===== src/rtl/glue_pkg.sv =====
package glue_pkg;

   // ------------------------------------------------------------------
   // Chip-select allocation
   // ------------------------------------------------------------------
   localparam int NUM_CS   = 8;
   localparam int CS_FLASH = 0;
   localparam int CS_CTRL  = 1;
   localparam int CS_DRAM1 = 2;
   localparam int CS_DRAM2 = 3;
   localparam int CS_SDRAM = 4;

   // ------------------------------------------------------------------
   // Control register one fields and reset value
   // ------------------------------------------------------------------
   localparam int          R1_W          = 5;
   localparam int          R1_FLASH_EN_N = 0;
   localparam int          R1_CTRL_DIS   = 1;
   localparam int          R1_DRAM_EN_N  = 2;
   localparam int          R1_HALF_WORD  = 3;
   localparam int          R1_SDRAM_EN   = 4;
   localparam logic [4:0]  R1_RST        = 5'h10;

   // ------------------------------------------------------------------
   // Status register two fields and reset value
   // ------------------------------------------------------------------
   localparam int          R2_W        = 3;
   localparam int          R2_SIZE_LSB = 0;
   localparam int          R2_SIZE_MSB = 1;
   localparam int          R2_DELAY    = 2;
   localparam logic [2:0]  R2_RST      = 3'h0;
   localparam logic [1:0]  SIZE_4M     = 2'h0;
   localparam logic [1:0]  SIZE_8M     = 2'h1;
   localparam logic [1:0]  SIZE_16M    = 2'h2;
   localparam logic [1:0]  SIZE_32M    = 2'h3;
   localparam logic        DELAY_60NS  = 1'h0;
   localparam logic        DELAY_70NS  = 1'h1;

   // ------------------------------------------------------------------
   // Register select inside the control/status region
   // ------------------------------------------------------------------
   localparam int          REG_SEL_BIT = 29;

endpackage : glue_pkg

===== src/rtl/dram_side_if.sv =====
interface dram_side_if;
   logic            half_word;  // Half-word DRAM mode.
   logic            deep_4m;    // Module rows are 4M deep.
   logic            dram_en_n;  // DRAM module disabled when high.
   logic [1:0]      bank_cs_n;  // Selects of banks one and two.
   logic [0:31]     addr;       // Buffered processor address.
   logic [10:0]     dram_addr;  // Multiplexed DRAM address.
   logic [3:0]      ras_n;      // Fanned-out row strobes.
   logic            word_lsb;   // Least significant word line.

   modport ctrl (
      output half_word, deep_4m, dram_en_n, bank_cs_n, addr,
      input  dram_addr, ras_n, word_lsb
   );

   modport mux (
      input  half_word, deep_4m, dram_en_n, bank_cs_n, addr,
      output dram_addr, ras_n, word_lsb
   );
endinterface : dram_side_if


===== src/rtl/board_glue.sv =====
module board_glue (
   input  logic        ref_clk,            // Processor bus clock.
   input  logic        reset_n,            // Hard reset, async, active low.
   input  logic        por_n,              // Power-on reset, async, active low.
   input  logic [7:0]  chip_select_n,      // Processor chip selects, active low.
   input  logic [0:31] proc_addr,          // Buffered processor address.
   input  logic        bus_wr,             // Write strobe of the current access.
   input  logic        bus_rd,             // Read strobe of the current access.
   input  logic [31:0] wr_data,            // Write data of the current access.
   input  logic        rstconf_n,          // Configuration word being read.
   input  logic [1:0]  dram_size_pd,       // DRAM presence-detect size code.
   input  logic        dram_delay_pd,      // DRAM presence-detect delay code.
   output logic        xcvr_enable_n,      // Data transceiver enable.
   output logic        xcvr_low_enable_n,  // Lower lane transceiver enable.
   output logic [10:0] dram_addr,          // Multiplexed DRAM address.
   output logic [3:0]  dram_ras_n,         // DRAM row strobes, two per bank.
   output logic        mem_word_lsb,       // Least significant word line.
   output logic [31:0] rd_data,            // Register read data.
   output logic        flash_enable_n,     // Flash module disabled when high.
   output logic        dram_enable_n,      // DRAM module disabled when high.
   output logic        sync_dram_enable,   // SDRAM module enabled when high.
   output logic        ctrl_block_off      // Register block removed.
);

   // ------------------------------------------------------------------
   // Decode helpers
   // ------------------------------------------------------------------
   function automatic logic region_open(input logic cs_n, input logic en);
      return !cs_n && en;
   endfunction : region_open

   logic                       flash_en_n_ff;
   logic                       dram_en_n_ff;
   logic                       half_word_ff;
   logic                       sdram_en_ff;
   logic                       ctrl_dis_ff;
   logic [glue_pkg::R2_W-1:0]  status_ff;
   logic [31:0]                rd_data_ff;
   logic                       nxt_flash_en_n;
   logic                       nxt_dram_en_n;
   logic                       nxt_half_word;
   logic                       nxt_sdram_en;
   logic                       nxt_ctrl_dis;
   logic [glue_pkg::R2_W-1:0]  nxt_status;
   logic [31:0]                nxt_rd_data;
   logic                       ctrl_hit;
   logic                       reg_one_wr;
   logic                       reg_rd;
   logic                       dram_hit;
   logic                       board_hit;
   logic [glue_pkg::R1_W-1:0]  reg_one_val;

   // ------------------------------------------------------------------
   // Register block access
   // ------------------------------------------------------------------
   // Once the block is removed, its select belongs to off-board logic and
   // neither writes nor reads may touch the local registers.
   assign ctrl_hit   = region_open(chip_select_n[glue_pkg::CS_CTRL], !ctrl_dis_ff);
   assign reg_one_wr = ctrl_hit && bus_wr && !proc_addr[glue_pkg::REG_SEL_BIT];
   assign reg_rd     = ctrl_hit && bus_rd;

   always_comb begin
      reg_one_val                         = '0;
      reg_one_val[glue_pkg::R1_FLASH_EN_N] = flash_en_n_ff;
      reg_one_val[glue_pkg::R1_CTRL_DIS]   = ctrl_dis_ff;
      reg_one_val[glue_pkg::R1_DRAM_EN_N]  = dram_en_n_ff;
      reg_one_val[glue_pkg::R1_HALF_WORD]  = half_word_ff;
      reg_one_val[glue_pkg::R1_SDRAM_EN]   = sdram_en_ff;
   end

   // ------------------------------------------------------------------
   // Control register one, loaded with R1_RST by hard reset
   // ------------------------------------------------------------------
   always_comb begin
      nxt_flash_en_n = flash_en_n_ff;
      nxt_dram_en_n  = dram_en_n_ff;
      nxt_half_word  = half_word_ff;
      nxt_sdram_en   = sdram_en_ff;
      if (reg_one_wr) begin
         nxt_flash_en_n = wr_data[glue_pkg::R1_FLASH_EN_N];
         nxt_dram_en_n  = wr_data[glue_pkg::R1_DRAM_EN_N];
         nxt_half_word  = wr_data[glue_pkg::R1_HALF_WORD];
         nxt_sdram_en   = wr_data[glue_pkg::R1_SDRAM_EN];
      end
   end

   always_ff @(posedge ref_clk or negedge reset_n) begin
      if (!reset_n) begin
         flash_en_n_ff <= glue_pkg::R1_RST[glue_pkg::R1_FLASH_EN_N];
         dram_en_n_ff  <= glue_pkg::R1_RST[glue_pkg::R1_DRAM_EN_N];
         half_word_ff  <= glue_pkg::R1_RST[glue_pkg::R1_HALF_WORD];
         sdram_en_ff   <= glue_pkg::R1_RST[glue_pkg::R1_SDRAM_EN];
      end else begin
         flash_en_n_ff <= nxt_flash_en_n;
         dram_en_n_ff  <= nxt_dram_en_n;
         half_word_ff  <= nxt_half_word;
         sdram_en_ff   <= nxt_sdram_en;
      end
   end

   // ------------------------------------------------------------------
   // Register block removal, cleared only at power-on
   // ------------------------------------------------------------------
   // Hard reset must not bring the block back: an off-board device may
   // already own the select, and a sudden local answer would collide.
   always_comb begin
      nxt_ctrl_dis = ctrl_dis_ff | (reg_one_wr & wr_data[glue_pkg::R1_CTRL_DIS]);
   end

   always_ff @(posedge ref_clk or negedge por_n) begin
      if (!por_n) begin
         ctrl_dis_ff <= glue_pkg::R1_RST[glue_pkg::R1_CTRL_DIS];
      end else begin
         ctrl_dis_ff <= nxt_ctrl_dis;
      end
   end

   // ------------------------------------------------------------------
   // Status register two and read data
   // ------------------------------------------------------------------
   always_comb begin
      nxt_status                                                = status_ff;
      nxt_status[glue_pkg::R2_SIZE_MSB:glue_pkg::R2_SIZE_LSB] = dram_size_pd;
      nxt_status[glue_pkg::R2_DELAY]                            = dram_delay_pd;
      nxt_rd_data = rd_data_ff;
      if (reg_rd) begin
         if (proc_addr[glue_pkg::REG_SEL_BIT]) begin
            nxt_rd_data = 32'(status_ff);
         end else begin
            nxt_rd_data = 32'(reg_one_val);
         end
      end
   end

   always_ff @(posedge ref_clk or negedge reset_n) begin
      if (!reset_n) begin
         status_ff  <= glue_pkg::R2_RST;
         rd_data_ff <= 32'h0000_0000;
      end else begin
         status_ff  <= nxt_status;
         rd_data_ff <= nxt_rd_data;
      end
   end

   // ------------------------------------------------------------------
   // Transceiver decode
   // ------------------------------------------------------------------
   // Pure gates from the live selects keep the enable inside the same bus
   // cycle, so no wait state is needed. The SDRAM select is left out on
   // purpose: that memory hangs on the processor bus itself.
   always_comb begin
      dram_hit  = region_open(chip_select_n[glue_pkg::CS_DRAM1], !dram_en_n_ff) |
                  region_open(chip_select_n[glue_pkg::CS_DRAM2], !dram_en_n_ff);
      board_hit = region_open(chip_select_n[glue_pkg::CS_FLASH], !flash_en_n_ff) |
                  region_open(chip_select_n[glue_pkg::CS_CTRL], !ctrl_dis_ff) |
                  dram_hit;
      xcvr_enable_n     = !(board_hit || !rstconf_n);
      xcvr_low_enable_n = xcvr_enable_n | (dram_hit & half_word_ff);
   end

   // ------------------------------------------------------------------
   // DRAM address and strobe path
   // ------------------------------------------------------------------
   dram_side_if dif ();

   assign dif.half_word = half_word_ff;
   assign dif.deep_4m   = status_ff[glue_pkg::R2_SIZE_MSB];
   assign dif.dram_en_n = dram_en_n_ff;
   assign dif.bank_cs_n = chip_select_n[glue_pkg::CS_DRAM2:glue_pkg::CS_DRAM1];
   assign dif.addr      = proc_addr;

   dram_addr_mux u_mux (
      .dif (dif.mux)
   );

   assign dram_addr        = dif.dram_addr;
   assign dram_ras_n       = dif.ras_n;
   assign mem_word_lsb     = dif.word_lsb;
   assign rd_data          = rd_data_ff;
   assign flash_enable_n   = flash_en_n_ff;
   assign dram_enable_n    = dram_en_n_ff;
   assign sync_dram_enable = sdram_en_ff;
   assign ctrl_block_off   = ctrl_dis_ff;
endmodule : board_glue


===== src/rtl/dram_addr_mux.sv =====
module dram_addr_mux (
   dram_side_if.mux dif   // Control in, DRAM pins out.
);

   // ------------------------------------------------------------------
   // Fixed address lines
   // ------------------------------------------------------------------
   for (genvar i = 0; i < 9; i++) begin : g_fixed
      assign dif.dram_addr[i] = dif.addr[29-i];
   end

   // ------------------------------------------------------------------
   // Switched address lines
   // ------------------------------------------------------------------
   // Only two lines move with the port width, so addressing is not linear
   // across a width change; that is the price of a two-line multiplexer.
   assign dif.dram_addr[9]  = (dif.half_word && !dif.deep_4m) ?
                              dif.addr[30] : dif.addr[20];
   assign dif.dram_addr[10] = (dif.half_word && dif.deep_4m) ?
                              dif.addr[30] : dif.addr[19];
   assign dif.word_lsb      = dif.half_word ? dif.addr[30] : dif.addr[29];

   // ------------------------------------------------------------------
   // Row strobe fan-out
   // ------------------------------------------------------------------
   // Each bank select drives two copies to split the strobe load. A disabled
   // module never sees a strobe, so the select can serve off-board memory.
   for (genvar b = 0; b < 2; b++) begin : g_ras
      assign dif.ras_n[2*b]   = dif.bank_cs_n[b] | dif.dram_en_n;
      assign dif.ras_n[2*b+1] = dif.bank_cs_n[b] | dif.dram_en_n;
   end

endmodule : dram_addr_mux


===== config.mk =====
export PLATFORM = sky130hd
export DESIGN_NAME = board_glue
export DESIGN_NICKNAME = d
export VERILOG_FILES = /design/src/rtl/glue_pkg.sv /design/src/rtl/dram_side_if.sv /design/src/rtl/board_glue.sv /design/src/rtl/dram_addr_mux.sv
export SDC_FILE = /design/constraint.sdc
export NUM_CORES = 1
export LEC_CHECK = 0
export BUFFER_PORTS_ARGS = -buffer_cell sky130_fd_sc_hd__buf_2
export CORE_MARGIN = 2
export CORE_UTILIZATION = 31
export DETAILED_ROUTE_END_ITERATION = 8
export PLACE_DENSITY = 0.83
export SLEW_MARGIN = 20
export SYNTH_ARGS = -nofsm -noshare
export SYNTH_HDL_FRONTEND = slang
export SYNTH_SLANG_ARGS = --single-unit

===== constraint.sdc =====
create_clock -name ref_clk -period 2.1 [get_ports ref_clk]
set_input_delay 0.21 -clock ref_clk [delete_from_list [all_inputs] [get_ports ref_clk]]
set_output_delay 0.21 -clock ref_clk [all_outputs]
set_load 0.01 [all_outputs]

* Word level (Yosys, flattened, before mapping)
Cells that the tools add are included.
** Word-level totals
- Bits in registers :: 40
- Latch bits :: 0
- RAM bits :: 0
- Memory bits (read-only) :: 0
- Input bits :: 81
- Output and inout port bits :: 54
- Word-level logic and storage cells :: 41
- Memories :: 0
** Operators by class
- $add $sub $neg :: 0
- Multiply operators :: 0
- Div/mod/pow operators :: 0
- $lt $le $gt $ge :: 0
- Equal/unequal tests :: 0
- Shift operators :: 0
- Multiplexer cells :: 4
- Bitwise logic cells :: 9
- Reduce and logical (&&, ||, !) cells :: 21
** Operator list (count)
- logical NOT 1 bit :: 11
- logical AND 1 bit :: 9
- OR 1 bit :: 7
- 2-to-1 mux 5 bit :: 1
- 2-to-1 mux 1 bit :: 3
- AND 1 bit :: 2
- logical OR 1 bit :: 1

* Logic depth before layout (Yosys ltp)
- Depth after elaboration :: 7
- Gate-level depth with buffers :: 2
- Depth with buffers taken out :: 2

* By module
A second synthesis with hierarchy kept.
** Second synthesis, totals
- Cell total of the unflattened synthesis :: 81
- Area, all modules :: 904.6 um^2
** By module, submodules not included
- board_glue :: instances 1, cells each 63, area an instance 762.0 um^2, sequential area each 326.6 um^2
- dram_addr_mux :: instances 1, cells each 18, area an instance 142.6 um^2, sequential area each 0.0 um^2

* Least setup slack after synthesis
OpenSTA, ideal clock, no wires.
- Path kind :: register -> register
- From :: reg ctrl_dis_ff, in the netlist ctrl_block_off
- To :: reg half_word_ff, in the netlist dif.half_word
- Library setup time :: 0.125 ns
- Data arrival time :: 1.223 ns
- Data required time :: 1.975 ns
- Path slack :: 0.752 ns
- Stages on the path, launching flop included :: 3
- Path buffers :: 0
- Clock period less this slack :: 1.348 ns
- Cell sequence :: dfrtp_1 nor4b_4 mux2_2
** Between the ends
- Cells in the longest elaborated chain, start to end :: 4
** RTL lines
- start, declared :: RTL line board_glue.sv:36 : logic ctrl_dis_ff;
- start signal, assigned :: RTL line board_glue.sv:112 : ctrl_dis_ff <= glue_pkg::R1_RST[glue_pkg::R1_CTRL_DIS];
- start signal, assigned :: RTL line board_glue.sv:114 : ctrl_dis_ff <= nxt_ctrl_dis;
- logical NOT 1 bit :: RTL line board_glue.sv:58 : assign ctrl_hit = region_open(chip_select_n[glue_pkg::CS_CTRL], !ctrl_dis_ff);
- logical AND 1 bit :: RTL line board_glue.sv:29 : return !cs_n && en;
- logical AND 1 bit (2 in series) :: RTL line board_glue.sv:59 : assign reg_one_wr = ctrl_hit && bus_wr && !proc_addr[glue_pkg::REG_SEL_BIT];
- end signal, assigned :: RTL line board_glue.sv:91 : half_word_ff <= glue_pkg::R1_RST[glue_pkg::R1_HALF_WORD];
- end signal, assigned :: RTL line board_glue.sv:96 : half_word_ff <= nxt_half_word;
- end, declared :: RTL line board_glue.sv:34 : logic half_word_ff;
Every way passes these cells.
A chain may end at the register's enable or synchronous reset.

* Worst setup path in the final report
- From :: reg dram_en_n_ff, in the netlist dram_enable_n
- To :: out xcvr_low_enable_n
** Between the ends
- Cells in the longest elaborated chain, start to end :: 7
- Elaborated cells on any way between the ends :: 9
- Those cells by class :: 4 x bitwise; 5 x reduce/logical
** RTL lines
- start, declared :: RTL line board_glue.sv:33 : logic dram_en_n_ff;
- start signal, assigned :: RTL line board_glue.sv:90 : dram_en_n_ff <= glue_pkg::R1_RST[glue_pkg::R1_DRAM_EN_N];
- start signal, assigned :: RTL line board_glue.sv:95 : dram_en_n_ff <= nxt_dram_en_n;
- logical NOT 1 bit * :: RTL line board_glue.sv:152, board_glue.sv:153
- logical AND 1 bit :: RTL line board_glue.sv:29
- OR 1 bit * :: RTL line board_glue.sv:152 : dram_hit = region_open(chip_select_n[glue_pkg::CS_DRAM1], !dram_en_n_ff) |
- OR 1 bit :: RTL line board_glue.sv:155 : region_open(chip_select_n[glue_pkg::CS_CTRL], !ctrl_dis_ff) |
- logical OR 1 bit :: RTL line board_glue.sv:157 : xcvr_enable_n = !(board_hit || !rstconf_n);
- logical NOT 1 bit :: RTL line board_glue.sv:157
- OR 1 bit * :: RTL line board_glue.sv:158 : xcvr_low_enable_n = xcvr_enable_n | (dram_hit & half_word_ff);
- end, declared :: RTL line board_glue.sv:14 : output logic xcvr_low_enable_n,
Every way passes the cells marked *; elsewhere a longest branch is shown, timed or not.

==> impl_metrics.json <==
{
  "status": "complete, no violations",
  "reg2reg_from": "ctrl_block_off",
  "setup_violations": 0,
  "p_leak_nw": 0.525,
  "wl_per_cell_um": 10.5,
  "dp_hpwl_um": 1270,
  "start_kind": "flop",
  "critPathKind": "flop to output port",
  "intPower_mw": 0.659,
  "ff_latch_area_um2": 327,
  "fillers": 285,
  "timing.final.ws_setup_ns": 0.567,
  "fin_area_um2": 992,
  "required_ns": 1.89,
  "path_buf_inv": 1,
  "multiInputGateArea_um2": 377,
  "fp.dieH_um": 57.7,
  "drtAntennaViolNets": 0,
  "power_frac_comb_pct": 42.9,
  "p_seq_share_pct": 42.4,
  "rsz0062_at_grt": "no",
  "path_delay_family": "flip-flops",
  "critPathMaxFanout": 6,
  "vdd_drop_max_mv": 0.660,
  "worst_setup_path_end_kind": "output port",
  "grt_overflow_total": 0,
  "p_sw_mw": 0.370,
  "max_freq_mhz": 652,
  "drc": 0,
  "die_w_um": 57.7,
  "fin_util_pct": 36.0,
  "placed_area_um2": 946,
  "grt_use_total_pct": 10.0,
  "final.setup_skew_ns": 0.00428,
  "worstSkewPairLatency_ns": 0.27,
  "ys_seq_area_share_pct": 36.5,
  "synthDominantAreaCellType": "dfrtp_1",
  "grt_start_max_net_pins": 13,
  "core_area_um2": 2760,
  "startpoint": "dram_enable_n",
  "synth_cells": 81,
  "hold_viol_final": 0,
  "post_cts_buffers": 0,
  "clk_pin_slew_worst_paths_ns": 0.08,
  "initial_utilization_pct": 32.4,
  "fin_crit_sh_pct": 73.0,
  "fin_setup_tns_ns": 0,
  "hold_start": "dram_size_pd[0]",
  "dr_total_vias": 599,
  "synth_most_common_cell": "buf_4",
  "root_buffer": "clkbuf_4",
  "viasPerCell": 4.10,
  "p_clk_share_pct": 14.7,
  "period_minus_slack_ns": 1.53,
  "swShare_pct": 36.0,
  "power_density_nw_per_um2": 1040,
  "cap_violations": 0,
  "async_flop_share_pct": 100,
  "cts_max_level": 1,
  "hold_path.class": "input pin to flop",
  "syn_area_um2": 895,
  "layout.nets": 197,
  "grt_pass1_wl_um": 2570,
  "cts_tree": "yes",
  "place_congestion": 0.681,
  "first_pass_iters": 2,
  "synth-seq-cells": 13,
  "antenna_found_initial": 0,
  "dieArea_um2": 3330,
  "synthToLayoutAreaGrowth_pct": 10.9,
  "synthTopCellsByArea": "dfrtp_1, buf_4, mux2_2",
  "crit_slowest_cell": "dfrtp_1",
  "crit_chain": "a21oi_1 > mux2i_1 > buf_2",
  "yosysTopAreaCellShare_pct": 33.6,
  "antenna_cells": 0,
  "dp_slack_ns": 0.653,
  "dp_cells": 140,
  "cts_buffers": 3,
  "postSynthAreaPerCell_um2": 11.0,
  "slew_viol_final": 0,
  "ys.warnings.count": 0,
  "synth_ff_type": "dfrtp_1",
  "synth_edf_count": 0,
  "stdcell_count": 146,
  "initialDrtViolationCount": 2,
  "slowest_delay_ns": 0.43,
  "wl_um": 1530,
  "ios": 135,
  "synthTopCellsByCount": "buf_4, mux2_2, dfrtp_1",
  "clockBufferDepth": 2,
  "io_buffers": 40,
  "grt_pass1_vias": 578,
  "cts.sinks": 13,
  "rows": 19,
  "synthDistinctLibCells": 17,
  "critPathArrivalTime_ns": 1.32,
  "drive_gt1_share_pct": 54.8
}
==> path summary, 6_finish.rpt <==
path	slack, ns	to	cells past startpoint
setup / recovery	0.57	xcvr_low_enable_n	3
hold / removal	0.04	status_ff[0]	1
setup reg to reg	0.64	rd_data[1]	2
hold reg to reg	0.51	rd_data[3]	1
max in group asynchronous	1.49	sync_dram_enable	2
min in group asynchronous	0.22	ctrl_block_off	2
==> per-stage QoR <==
stage | total power, mW | hold slack [ns]
final | 1.03 | 0.0411
after global routing | 1.11 | 0.0336
after CTS | 1.04 | 0.0323
after detailed placement | 0.883 | -0.0121
after global placement | 0.871 | -0.0129
after floorplan | 0.758 | -0.0856
==> state kept, by name, summed over array words and instances (netlist names) <==
signal and cells:
status_ff 3, sync_dram_enable 1, rd_data 5, flash_enable_n 1, dram_enable_n 1, ctrl_block_off 1, dif.half_word 1
==> repair_timing <==
item,in CTS,in global routing
endpoints found under the hold margin,12,0
gates resized for setup,0,0
hold buffers,2,0
==> cells in the final DEF (no fill, tap or decap) <==
cell type | netlist | routed
nor2_1 | 1 | 1
dlygate4sd3_1 | 0 | 2
dfstp_2 | 1 | 1
mux2i_1 | 1 | 1
a21oi_1 | 1 | 1
dfrtp_1 | 12 | 12
nand2_1 | 1 | 1
or2_2 | 2 | 2
mux2_2 | 15 | 15
nand2b_1 | 1 | 1
clkbuf_4 | 0 | 3
nor2b_1 | 2 | 2
o221ai_1 | 1 | 1
a21o_1 | 1 | 1
inv_1 | 1 | 1
clkbuf_1 | 0 | 1
nor3b_2 | 1 | 1
buf_2 | 0 | 40
conb_1 | 1 | 27
nor4b_4 | 1 | 1
==> cell families (layout without fill, tap and decap cells) <==
group,Yosys count,in the layout,synth area share (%)
DFF,13,13,36.5
AOI/OAI and AO/OA,3,3,2.38
and+or+nand+nor,9,9,8.39
muxes,16,16,20.0
buffers and inverters,39,47,32.3
other,1,27,0.419
==> power groups by stage <==
stage | logic, mW | clock network, mW | registers (mW)
floorplan | 0.291 | 0 | 0.467
global placement | 0.434 | 0 | 0.438
detailed placement | 0.442 | 0 | 0.442
CTS | 0.447 | 0.156 | 0.437
global route | 0.487 | 0.164 | 0.457
finish | 0.441 | 0.152 | 0.436
==> per-layer routing <==
metal / part of all wire [%] / GRT usage [%]
met1: 38 / 11.9
met2: 46 / 16.1
met5: 0 / 0
met4: 4.4 / 8.31
met3: 12 / 1.12
==> cell type report <==
| type | instances | area share (%) |
|---|---|---|
| clock buffer | 4 | 2.65 |
| inverter | 1 | 0.378 |
| multi-input combinational | 55 | 38.0 |
| sequential | 13 | 32.9 |
| tap | 31 | 3.91 |
| timing repair buffer | 42 | 22.2 |
(Power assumes the default switching activity.)
